<file path="config.mk">
export PLATFORM = sky130hd
export DESIGN_NAME = jtpg_top
export DESIGN_NICKNAME = d
export VERILOG_FILES = /design/src/jtpg_pkg.sv /design/src/jtpg_lfsr.sv /design/src/jtpg_top.sv
export SDC_FILE = /design/constraint.sdc
export NUM_CORES = 1
export LEC_CHECK = 0
export BUFFER_PORTS_ARGS = -buffer_cell sky130_fd_sc_hd__buf_4
export CORE_MARGIN = 2
export CORE_UTILIZATION = 60
export CTS_BUF_LIST = sky130_fd_sc_hd__clkbuf_2 sky130_fd_sc_hd__clkbuf_4 sky130_fd_sc_hd__clkbuf_8
export DETAILED_ROUTE_END_ITERATION = 16
export GPL_ROUTABILITY_DRIVEN = 0
export PLACE_DENSITY = 0.83
export SLEW_MARGIN = 5
export SYNTH_ARGS = -nofsm -noshare
export SYNTH_HDL_FRONTEND = slang
export SYNTH_SLANG_ARGS = --single-unit
</file>
<file path="constraint.sdc">
create_clock -name i_ref_clk -period 2.9 [get_ports i_ref_clk]
set_clock_uncertainty 0.1 [all_clocks]
set_input_delay 0.145 -clock i_ref_clk [delete_from_list [all_inputs] [get_ports i_ref_clk]]
set_output_delay 0.145 -clock i_ref_clk [all_outputs]
set_load 0.005 [all_outputs]
</file>
<file path="src/jtpg_pkg.sv">
// package: constants and carriers for the link test pattern generator
package jtpg_pkg;
    // ==================================================
    // register map
    localparam logic [11:0] JTPG_ADDR_SYNC_CTRL = 12'h572;
    localparam logic [11:0] JTPG_ADDR_IF_TEST = 12'h573;
    localparam logic [11:0] JTPG_ADDR_LL_TEST = 12'h574;
    localparam logic [11:0] JTPG_ADDR_UP_BASE = 12'h551;
    localparam logic [11:0] JTPG_ADDR_UP_LAST = 12'h558;
    localparam logic [7:0] JTPG_RST_SYNC_CTRL = 8'h00;
    localparam logic [7:0] JTPG_RST_IF_TEST = 8'h00;
    localparam logic [7:0] JTPG_RST_LL_TEST = 8'h00;
    localparam logic [7:0] JTPG_SYNC_DISABLE = 8'hC0;
    localparam int JTPG_MODE_LSB = 0;
    localparam int JTPG_POINT_LSB = 4;
    localparam int JTPG_LL_LSB = 0;
    // ==================================================
    // modes and insertion points
    localparam logic [3:0] JTPG_M_OFF = 4'h0;
    localparam logic [3:0] JTPG_M_CHECKER = 4'h1;
    localparam logic [3:0] JTPG_M_TOGGLE = 4'h2;
    localparam logic [3:0] JTPG_M_PN31 = 4'h3;
    localparam logic [3:0] JTPG_M_PRBS_TWENTYTHREE_BIT = 4'h4;
    localparam logic [3:0] JTPG_M_PN15 = 4'h5;
    localparam logic [3:0] JTPG_M_PN9 = 4'h6;
    localparam logic [3:0] JTPG_M_PN7 = 4'h7;
    localparam logic [3:0] JTPG_M_RAMP = 4'h8;
    localparam logic [3:0] JTPG_M_USER_REP = 4'hE;
    localparam logic [3:0] JTPG_M_USER_ONE = 4'hF;
    localparam logic [1:0] JTPG_P_SAMPLE = 2'h0;
    localparam logic [1:0] JTPG_P_SYMBOL = 2'h1;
    localparam logic [1:0] JTPG_P_OCTET = 2'h2;
    localparam logic [15:0] JTPG_CHECK_A = 16'h5555;
    localparam logic [15:0] JTPG_CHECK_B = 16'hAAAA;
    // ==================================================
    // prbs seeds
    localparam logic [30:0] JTPG_SEED_PN31 = 31'h0003AFFF;
    localparam logic [22:0] JTPG_SEED_PRBS_TWENTYTHREE_BIT = 23'h003AFF;
    localparam logic [14:0] JTPG_SEED_PN15 = 15'h03AF;
    localparam logic [8:0] JTPG_SEED_PN9 = 9'h092;
    localparam logic [6:0] JTPG_SEED_PN7 = 7'h07;
    // ==================================================
    // carriers
    typedef struct packed {
        logic wr;
        logic rd;
        logic [11:0] addr;
        logic [7:0] wdata;
    } jtpg_reg_req_t;
    typedef struct packed {
        logic [15:0] s00;
        logic [15:0] s01;
        logic [15:0] s10;
        logic [15:0] s11;
    } jtpg_frame_t;
endpackage

</file>
<file path="src/jtpg_lfsr.sv">
// one fibonacci prbs generator, reloads its seed on request
`timescale 1ns/1ps
module jtpg_lfsr #(
    parameter int W = 9,
    parameter int TAP = 5,
    parameter logic [W-1:0] SEED = '1
) (
    // clock and reset
    input wire logic i_ref_clk,
    input wire logic i_rst_n,
    // control
    input wire logic i_load,
    input wire logic i_step,
    // pattern out
    output logic [W-1:0] o_state
);
    typedef struct packed {
        logic [W-1:0] sr;
    } jtpg_lfsr_st_t;
    jtpg_lfsr_st_t st_q, st_d;

    always_comb begin
        st_d = st_q;
        if (i_load) begin
            st_d.sr = SEED;
        end else if (i_step) begin
            st_d.sr = {st_q.sr[W-2:0], st_q.sr[W-1] ^ st_q.sr[TAP-1]};
        end
    end

    always_ff @(posedge i_ref_clk or negedge i_rst_n) begin
        if (!i_rst_n) begin
            st_q <= SEED;
        end else begin
            st_q <= st_d;
        end
    end

    assign o_state = st_q.sr;
endmodule

</file>
<file path="src/jtpg_top.sv">
// link test pattern generator with its register slice
`timescale 1ns/1ps
module jtpg_top
    import jtpg_pkg::*;
(
    // clock and reset
    input wire logic i_ref_clk,
    input wire logic i_rst_n,
    // register port
    input wire jtpg_reg_req_t i_reg,
    output logic [7:0] o_rdata,
    output logic o_rvalid,
    // datapath in, one beat per cycle at each point
    input wire jtpg_frame_t i_frame,
    input wire logic i_frame_vld,
    input wire logic [9:0] i_symbol,
    input wire logic i_symbol_vld,
    input wire logic [7:0] i_octet,
    input wire logic i_octet_vld,
    // datapath out
    output jtpg_frame_t o_frame,
    output logic o_frame_vld,
    output logic [9:0] o_symbol,
    output logic o_symbol_vld,
    output logic [7:0] o_octet,
    output logic o_octet_vld,
    // link layer test and sync control
    output logic [2:0] o_ll_test_sel,
    output logic o_sync_req_disable
);
    // ==================================================
    // state
    typedef struct packed {
        logic [7:0] sync_ctrl;
        logic [7:0] if_test;
        logic [7:0] ll_test;
        logic [7:0][7:0] user;
        logic [3:0] mode_prev;
        logic [15:0] ramp;
        logic [1:0] uidx;
        logic ufin;
        logic phase;
        logic [7:0] rdata;
        logic rvalid;
        jtpg_frame_t frame;
        logic frame_vld;
        logic [9:0] symbol;
        logic symbol_vld;
        logic [7:0] octet;
        logic octet_vld;
    } jtpg_st_t;
    jtpg_st_t st_q, st_d;

    logic [3:0] mode;
    logic [1:0] point;
    logic step;
    logic fresh;
    logic [30:0] pn31;
    logic [22:0] prbs_twentythree_bit;
    logic [14:0] pn15;
    logic [8:0] pn9;
    logic [6:0] pn7;
    logic [15:0] pat;
    logic [15:0] uword;

    assign mode = st_q.if_test[JTPG_MODE_LSB +: 4];
    assign point = st_q.if_test[JTPG_POINT_LSB +: 2];
    // the pattern only moves on a beat of the chosen point
    assign step = (point == JTPG_P_SAMPLE) ? i_frame_vld :
                  (point == JTPG_P_SYMBOL) ? i_symbol_vld :
                  (point == JTPG_P_OCTET) ? i_octet_vld : 1'b0;
    assign fresh = (mode != st_q.mode_prev);
    assign uword = {st_q.user[{st_q.uidx, 1'b0}], st_q.user[{st_q.uidx, 1'b1}]};

    // ==================================================
    // prbs generators, seeded on a new mode selection
    jtpg_lfsr #(.W(31), .TAP(28), .SEED(JTPG_SEED_PN31)) u_pn31 (
        .i_ref_clk(i_ref_clk), .i_rst_n(i_rst_n),
        .i_load(fresh), .i_step(step && mode == JTPG_M_PN31), .o_state(pn31));
    jtpg_lfsr #(.W(23), .TAP(18), .SEED(JTPG_SEED_PRBS_TWENTYTHREE_BIT)) u_prbs_twentythree_bit (
        .i_ref_clk(i_ref_clk), .i_rst_n(i_rst_n),
        .i_load(fresh), .i_step(step && mode == JTPG_M_PRBS_TWENTYTHREE_BIT), .o_state(prbs_twentythree_bit));
    jtpg_lfsr #(.W(15), .TAP(14), .SEED(JTPG_SEED_PN15)) u_pn15 (
        .i_ref_clk(i_ref_clk), .i_rst_n(i_rst_n),
        .i_load(fresh), .i_step(step && mode == JTPG_M_PN15), .o_state(pn15));
    jtpg_lfsr #(.W(9), .TAP(5), .SEED(JTPG_SEED_PN9)) u_pn9 (
        .i_ref_clk(i_ref_clk), .i_rst_n(i_rst_n),
        .i_load(fresh), .i_step(step && mode == JTPG_M_PN9), .o_state(pn9));
    jtpg_lfsr #(.W(7), .TAP(6), .SEED(JTPG_SEED_PN7)) u_pn7 (
        .i_ref_clk(i_ref_clk), .i_rst_n(i_rst_n),
        .i_load(fresh), .i_step(step && mode == JTPG_M_PN7), .o_state(pn7));

    // ==================================================
    // current pattern word, msb aligned at 16 bits
    always_comb begin
        pat = 16'h0000;
        case (mode)
            JTPG_M_CHECKER: pat = st_q.phase ? JTPG_CHECK_B : JTPG_CHECK_A;
            JTPG_M_TOGGLE: pat = {16{st_q.phase}};
            JTPG_M_PN31: pat = pn31[30:15];
            JTPG_M_PRBS_TWENTYTHREE_BIT: pat = prbs_twentythree_bit[22:7];
            JTPG_M_PN15: pat = {pn15, 1'b0};
            JTPG_M_PN9: pat = {pn9, 7'h00};
            JTPG_M_PN7: pat = {pn7, 9'h000};
            JTPG_M_USER_REP: pat = uword;
            JTPG_M_USER_ONE: pat = st_q.ufin ? 16'h0000 : uword;
            default: pat = 16'h0000;
        endcase
    end

    // ==================================================
    // registers, sequencing and output muxing
    always_comb begin
        st_d = st_q;
        st_d.rvalid = 1'b0;
        st_d.mode_prev = mode;
        // register writes; unmapped addresses are ignored
        if (i_reg.wr) begin
            if (i_reg.addr == JTPG_ADDR_SYNC_CTRL) begin
                st_d.sync_ctrl = i_reg.wdata;
            end else if (i_reg.addr == JTPG_ADDR_IF_TEST) begin
                st_d.if_test = i_reg.wdata;
            end else if (i_reg.addr == JTPG_ADDR_LL_TEST) begin
                st_d.ll_test = i_reg.wdata;
            end else if (i_reg.addr >= JTPG_ADDR_UP_BASE && i_reg.addr <= JTPG_ADDR_UP_LAST) begin
                st_d.user[3'(i_reg.addr - JTPG_ADDR_UP_BASE)] = i_reg.wdata;
            end
        end
        // reads answer one cycle later; unmapped reads return zero
        if (i_reg.rd) begin
            st_d.rvalid = 1'b1;
            if (i_reg.addr == JTPG_ADDR_SYNC_CTRL) begin
                st_d.rdata = st_q.sync_ctrl;
            end else if (i_reg.addr == JTPG_ADDR_IF_TEST) begin
                st_d.rdata = st_q.if_test;
            end else if (i_reg.addr == JTPG_ADDR_LL_TEST) begin
                st_d.rdata = st_q.ll_test;
            end else if (i_reg.addr >= JTPG_ADDR_UP_BASE && i_reg.addr <= JTPG_ADDR_UP_LAST) begin
                st_d.rdata = st_q.user[3'(i_reg.addr - JTPG_ADDR_UP_BASE)];
            end else begin
                st_d.rdata = 8'h00;
            end
        end
        // sequence state restarts on each new mode
        if (fresh) begin
            st_d.ramp = 16'h0000;
            st_d.uidx = 2'd0;
            st_d.ufin = 1'b0;
            st_d.phase = 1'b0;
        end else if (step) begin
            st_d.ramp = st_q.ramp + 16'h0001;
            st_d.phase = ~st_q.phase;
            st_d.uidx = st_q.uidx + 2'd1;
            if (st_q.uidx == 2'd3) begin
                st_d.ufin = 1'b1;
            end
        end
        // datapath: registered pass or replace, one cycle latency
        st_d.frame_vld = i_frame_vld;
        st_d.symbol_vld = i_symbol_vld;
        st_d.octet_vld = i_octet_vld;
        st_d.frame = i_frame;
        st_d.symbol = i_symbol;
        st_d.octet = i_octet;
        if (mode != JTPG_M_OFF) begin
            if (point == JTPG_P_SAMPLE) begin
                // every converter and sample of the frame carries one value
                if (mode == JTPG_M_RAMP) begin
                    st_d.frame = {4{st_q.ramp}};
                end else begin
                    st_d.frame = {4{pat}};
                end
            end else if (point == JTPG_P_SYMBOL) begin
                st_d.symbol = (mode == JTPG_M_RAMP) ? st_q.ramp[9:0] : pat[15:6];
            end else if (point == JTPG_P_OCTET) begin
                // user slice 15:9 is seven bits, placed low with a zero msb
                if (mode == JTPG_M_RAMP) begin
                    st_d.octet = st_q.ramp[7:0];
                end else if (mode == JTPG_M_USER_REP || mode == JTPG_M_USER_ONE) begin
                    st_d.octet = {1'b0, pat[15:9]};
                end else begin
                    st_d.octet = pat[15:8];
                end
            end
        end
    end

    always_ff @(posedge i_ref_clk or negedge i_rst_n) begin
        if (!i_rst_n) begin
            st_q <= '0;
            st_q.sync_ctrl <= JTPG_RST_SYNC_CTRL;
            st_q.if_test <= JTPG_RST_IF_TEST;
            st_q.ll_test <= JTPG_RST_LL_TEST;
        end else begin
            st_q <= st_d;
        end
    end

    // ==================================================
    // outputs from flip-flops; o_sync_req_disable is decoded from sync_ctrl
    assign o_rdata = st_q.rdata;
    assign o_rvalid = st_q.rvalid;
    assign o_frame = st_q.frame;
    assign o_frame_vld = st_q.frame_vld;
    assign o_symbol = st_q.symbol;
    assign o_symbol_vld = st_q.symbol_vld;
    assign o_octet = st_q.octet;
    assign o_octet_vld = st_q.octet_vld;
    assign o_ll_test_sel = st_q.ll_test[JTPG_LL_LSB +: 3];
    // host disables sync request before link layer tests
    assign o_sync_req_disable = (st_q.sync_ctrl == JTPG_SYNC_DISABLE);
endmodule

</file>
==> results.py, run 1 <==
metrics = {
    "global_route": {
        "grt_max_degree": 70,
        "grt_usage_pct": 34.1,
        "grt_pass1_wl_um": 69900,
        "overflow": 0,
        "grt_pass1_vias": 12346,
        "grt_antenna_before_repair": 0,
    },
    "worst_hold_path": {
        "hp-class": "input port to async pin",
    },
    "sta": {
        "finalSetupTns_ns": 0,
        "setup_violations": 0,
        "max_freq_mhz": 369,
        "period_minus_slack_ns": 2.71,
        "grt_setup_unrepaired": "no",
        "hold_violations": 0,
        "setup_ws_ns": 0.192,
        "holdWs_ns": 0.0208,
        "tightest_slew_ns": 1.17,
        "worst_slew_margin_rel_pct": 21.3,
        "final_max_slew_viol_count": 0,
        "finalCritPeriodShare_pct": 93.4,
    },
    "logic_synthesis": {
        "syn_area_sq_um": 15200,
        "yosysTopAreaCell": "dfrtp_1",
        "synth.ff_latch_count": 291,
        "post-synth-top-count-cell": "dfrtp_1",
        "yosysWarningCount": 0,
        "synth_top_area_share_pct": 41.0,
        "synthArstFlopShare_pct": 100,
        "syn_avg_cell_area_sq_um": 11.0,
        "synth_ff_type": "dfrtp_1",
        "synth_area_leaders": "dfrtp_1 (41%), dfstp_2 (7.3%), mux2_2 (6.5%)",
        "synth_common_cells": "dfrtp_1 (249), nor2_1 (105), nand2_1 (101)",
        "synth_edf_count": 0,
        "yosysUniqueCellTypes": 77,
        "netlist_instances": 1387,
        "seq_area_frac_synth_pct": 48.2,
        "synth_nets": 1502,
    },
    "setup_path": {
        "crit_slowest_cell": "dfrtp_1",
        "crit_type": "flip-flop to flip-flop",
        "cp_top_family": "flip-flops",
        "cp_max_fo": 19,
        "crit_path_start_kind": "flip-flop",
        "crit_path_end_kind": "flip-flop",
        "critical_path.max_stage_delay_ns": 0.75,
        "arrival_ns": 3.05,
        "cp.required_ns": 3.24,
        "path_cells": "buf_4 -> or4bb_1 -> a21oi_1 -> nor3_1 -> a41oi_1",
        "cp_num_buf_inv": 1,
    },
    "floorplan": {
        "die_w_um": 163,
        "ioPinCount": 207,
        "fp-row-count": 58,
        "coreArea_sq_um": 25000,
        "die_h_um": 163,
        "fp.dieArea_sq_um": 26600,
        "initial_utilization_pct": 60.7,
    },
    "clock_network": {
        "clockBufferDepth": 3,
        "cts.sinks": 291,
        "h-tree-depth": 2,
        "cts_root_buf": "clkbuf_8",
        "clk_latency_ns": 0.58,
        "cts_buffers": 47,
        "clk_pin_slew_ns": 0.07,
        "cts_tree": "done",
    },
    "routing": {
        "vias": 12603,
        "viasPerCell": 6.42,
        "dr.pass1.iters": 5,
        "drt_iter0_markers": 1544,
        "wl_per_cell_um": 23.3,
        "ant_nets": 0,
        "drc": 0,
        "routed_wl_um": 45800,
    },
    "power": {
        "p_per_area_nw_per_um2": 554,
        "peakVddDrop_mv": 0.302,
        "leakage_nw": 8.22,
    },
    "layout": {
        "multi_input_area_sq_um": 6730,
        "area_growth_pct": 21.9,
        "final_nets": 1709,
        "stdcell_area_sq_um": 18500,
        "nFillCells": 1452,
        "regArea_sq_um": 7340,
        "final_layout_size_suffix_gt1_share_pct": 34.2,
    },
    "placed_design": {
        "hpwl_um": 27900,
        "place_ws_ns": 0.223,
        "port_buffers": 206,
        "place_area_sq_um": 16500,
    },
    "run_status": {
        "run_status": "finished clean",
    },
    "run": {
        "drv_cap": 0,
    },
}
path summary, 6_finish.rpt:
check                      cells past startpoint                     startpoint  slack, ns                                            end
max                                            5            mode[2]$_DFFE_PN0P_       0.19                           o_octet[4]$_DFF_PN0_
min                                            2                        i_rst_n       0.02                          st_q[148]$_DFFE_PN0P_
max reg2reg                                    5            mode[2]$_DFFE_PN0P_       0.19                           o_octet[4]$_DFF_PN0_
min reg2reg                                    2  u_pn31.o_state[9]$_DFFE_PN1P_       0.40                 u_pn31.o_state[10]$_DFFE_PN1P_
max in group asynchronous                      3                        i_rst_n       1.72  u_prbs_twentythree_bit.o_state[2]$_DFFE_PN1P_
min in group i_ref_clk                         3                      i_reg[11]       0.04                          st_q[133]$_DFFE_PN0P_
kinds of logic (layout without fill, tap and decap cells):
| kind of cell | after synthesis | in the layout | share of synthesized area, % |
|---|---|---|---|
| AO/OA/AOI/OAI | 239 | 239 | 9.90 |
| XOR/XNOR | 14 | 14 | 0.806 |
| adder cells (fa/ha/maj) | 6 | 6 | 0.494 |
| buffers and inverters | 205 | 449 | 7.83 |
| flip-flops | 291 | 291 | 48.2 |
| multiplexers | 205 | 205 | 17.1 |
| other | 0 | 2 | 0 |
| AND/OR/NAND/NOR | 427 | 427 | 15.6 |
what timing repair did:
item | CTS | global route
gates resized for setup | 0 | 2
hold buffers | 97 | 0
setup buffers | 0 | 0
endpoints found under the setup margin | 0 | 3
endpoints found under the hold margin | 425 | 0
metal layers:
layer / routed length [um] / share of wire [%] / up-vias / track usage (%)
met2: 21900 / 48 / 877 / 54.7
met5: 0 / 0 / - / 0
met1: 17100 / 37 / 6222 / 44.1
li1: - / - / 5327 / -
met3: 4520 / 9.9 / 177 / 7.57
met4: 2310 / 5.1 / 0 / 16.6
layout make-up:
cell class	count	share of cell area [%]
clock inverter	12	0.594
tap	330	2.23
clock buffer	74	4.92
sequential	291	39.6
multi-input combinational	891	36.3
inverter	13	0.263
antenna	2	0.0270
timing repair buffer	350	16.1
registers in the layout, indices dropped and copies added (netlist names), 9 cells and up:
name                            flops
u_pn31.o_state                     31
o_symbol                           10
u_pn15.o_state                     15
u_pn9.o_state                       9
st_q                              103
o_frame                            64
u_prbs_twentythree_bit.o_state     23
report_power, final:
group | total [mW] | switching (mW) | internal [mW] | leakage (nW)
clock network | 3.87 | 1.69 | 2.18 | 0.555
logic | 1.61 | 0.838 | 0.773 | 4.07
registers | 4.79 | 0.396 | 4.39 | 3.59
through the flow:
stage / std cells / utilization [%] / total power [mW]
2_1_floorplan: 1387 / - / 5.66
3_3_place_gp: 1778 / 66.0 / 6.20
3_5_place_dp: 1778 / 66.0 / 6.27
4_1_cts: 1961 / 74.0 / 10.2
5_1_grt: 1961 / 74.0 / 10.6
6_report: 1963 / 74.0 / 10.3
cells in the final DEF (no fill, tap or decap), types with 9 or more instances in the layout:
cell type | netlist | routed
dfrtp_1 | 249 | 248
buf_4 | 99 | 244
nor2_1 | 105 | 104
nand2_1 | 101 | 101
dlygate4sd3_1 | 0 | 97
mux2_2 | 88 | 88
a21oi_1 | 85 | 85
mux2i_1 | 77 | 77
nand3_1 | 68 | 68
clkbuf_8 | 0 | 57
o21ai_0 | 56 | 56
dfstp_2 | 42 | 42
mux4_2 | 32 | 32
a31oi_1 | 21 | 21
nand3b_1 | 17 | 17
clkbuf_4 | 0 | 17
and3_1 | 15 | 15
o22ai_1 | 14 | 14
inv_1 | 13 | 13
nand4b_1 | 11 | 11
nor3_1 | 12 | 11
nand2b_1 | 10 | 10
nor3_2 | 9 | 10
clkinv_2 | 0 | 10
xnor2_1 | 9 | 9
(Power assumes the default switching activity.)
==> run 2, diff against run 1 <==
--- a/config.mk
+++ b/config.mk
@@ -9,8 +9,10 @@
 export CORE_MARGIN = 2
 export CORE_UTILIZATION = 60
 export CTS_BUF_LIST = sky130_fd_sc_hd__clkbuf_2 sky130_fd_sc_hd__clkbuf_4 sky130_fd_sc_hd__clkbuf_8
+export CTS_CLUSTER_DIAMETER = 150
 export DETAILED_ROUTE_END_ITERATION = 16
 export GPL_ROUTABILITY_DRIVEN = 0
+export MAX_ROUTING_LAYER = met4
 export PLACE_DENSITY = 0.83
 export SLEW_MARGIN = 5
 export SYNTH_ARGS = -nofsm -noshare
==> run 2 against run 1 <==
Against the previous run: global-route usage up 0.97 points; total power about the same; non-clock buffer count unchanged; final area unchanged; first-iteration DRC count down 5.6%; via count down 0.25%; routed wire length up 0.28%; critical endpoint is now o_frame[22]$_DFF_PN0_.
==> results.py, run 2 (same netlist as run 1, synthesis figures left out) <==
metrics = {
    "routing": {
        "drt_iter0_markers": 1457,
        "routed_wl_um": 45900,
        "drc": 0,
        "vias": 12571,
        "ant_nets": 0,
        "viasPerCell": 6.40,
        "dr.pass1.iters": 6,
        "wl_per_cell_um": 23.4,
    },
    "power": {
        "peakVddDrop_mv": 0.301,
        "power.total_mw": 10.3,
        "leakage_nw": 8.22,
        "p_per_area_nw_per_um2": 554,
    },
    "setup_path": {
        "arrival_ns": 2.97,
        "cp.required_ns": 3.18,
        "path_cells": "buf_4 -> nand2_1 -> and2_1 -> a221oi_2 -> a21oi_1",
        "crit_path_end_kind": "flip-flop",
        "crit_type": "flip-flop to flip-flop",
        "reg2reg_slack_ns": 0.21,
        "crit_path_start_kind": "flip-flop",
        "cp_max_fo": 15,
        "reg2reg_to": "o_frame[22]$_DFF_PN0_",
        "crit_slowest_cell": "a221oi_2",
        "critical_path.max_stage_delay_ns": 0.74,
        "reg2reg_from": "mode[0]$_DFFE_PN0P_",
        "reg2regPathDepth": 5,
        "cp_top_family": "compound AO/OA/AOI/OAI gates",
        "cp_num_buf_inv": 1,
    },
    "global_route": {
        "grt_antenna_before_repair": 0,
        "grt_usage_pct": 35.0,
        "grt_pass1_wl_um": 69900,
        "overflow": 0,
        "grt_pass1_vias": 12326,
        "grt_max_degree": 70,
    },
    "placed_design": {
        "port_buffers": 206,
        "dp.cells": 1778,
        "place_area_sq_um": 16500,
        "hpwl_um": 27900,
        "place_ws_ns": 0.223,
    },
    "floorplan": {
        "fp.dieArea_sq_um": 26600,
        "die_w_um": 163,
        "initial_utilization_pct": 60.7,
        "coreArea_sq_um": 25000,
        "fp-row-count": 58,
        "die_h_um": 163,
        "ioPinCount": 207,
    },
    "sta": {
        "tightest_slew_ns": 1.17,
        "period_minus_slack_ns": 2.69,
        "setup_violations": 0,
        "hold_violations": 0,
        "max_freq_mhz": 371,
        "finalCritPeriodShare_pct": 92.9,
        "finalSetupTns_ns": 0,
        "holdWs_ns": 0.0281,
        "grt_setup_unrepaired": "no",
        "final_max_slew_viol_count": 0,
        "worst_slew_margin_rel_pct": 21.3,
        "setup_ws_ns": 0.205,
    },
    "clock_network": {
        "cts_tree": "done",
        "cts_buffers": 47,
        "clk_latency_ns": 0.57,
        "cts.sinks": 291,
        "clockBufferDepth": 3,
        "cts_root_buf": "clkbuf_8",
        "h-tree-depth": 2,
        "clk_pin_slew_ns": 0.07,
    },
    "layout": {
        "final_cells": 1963,
        "final_nets": 1709,
        "final_layout_size_suffix_gt1_share_pct": 34.2,
        "final_util_pct": 74.0,
        "largest_reg_flops": 103,
        "final_cell_mix": "dfrtp_1 (248), buf_4 (244), nor2_1 (104)",
        "top_register": "st_q",
        "area_growth_pct": 21.9,
        "final_common_cell": "dfrtp_1",
        "stdcell_area_sq_um": 18500,
    },
    "run": {
        "drv_cap": 0,
    },
    "worst_hold_path": {
        "hp-class": "input port to async pin",
    },
    "run_status": {
        "run_status": "finished clean",
    },
}
run 2: cell counts in the layout (fill, tap and decap cells not counted):
Identical to the previous run, type by type.
run 2: how the worst max path moves through the flow:
stage	from	end	slack [ns]	cells past startpoint
final	mode[0]$_DFFE_PN0P_	o_frame[22]$_DFF_PN0_	0.21	5
after global routing	point[1]$_DFFE_PN0P_	o_frame[26]$_DFF_PN0_	0.10	5
after CTS	mode[1]$_DFFE_PN0P_	o_frame[34]$_DFF_PN0_	0.21	4
after detailed placement	mode[1]$_DFFE_PN0P_	o_frame[34]$_DFF_PN0_	0.22	4
after global placement	mode[0]$_DFFE_PN0P_	o_frame[34]$_DFF_PN0_	0.32	5
after floorplan	i_reg[8]	o_rdata[7]$_DFFE_PN0P_	0.38	10
run 2: report_power, final:
group / internal (mW) / switching (mW) / leakage (nW)
Clock: 2.18 / 1.69 / 0.555
Sequential: 4.39 / 0.396 / 3.59
Combinational: 0.773 / 0.840 / 4.07
Total: 7.34 / 2.92 / 8.22
run 2: routing by layer:
layer,share of wire (%),routed length [um],GRT usage [%],vias to the layer above
met2,48,22000,54.8,860
met4,4.9,2250,16.4,0
li1,-,-,-,5339
met5,0,0,-,-
met1,38,17200,44.1,6191
met3,9.7,4430,7.21,181
run 2: repair_timing:
action / 4_1_cts / 5_1_grt
setup buffers: 0 / 0
endpoints found under the setup margin: 0 / 4
gates resized for setup: 0 / 2
hold buffers: 97 / 0
hold endpoints to repair: 425 / 0
run 2: area by class of cell:
cell class / count / area [sq um]
timing repair buffer: 350 / 2980
clock buffer: 74 / 912
multi-input combinational: 891 / 6730
tap: 330 / 413
antenna: 2 / 5.00
clock inverter: 12 / 110
sequential: 291 / 7340
fill: 1452 / 6500
inverter: 13 / 48.8
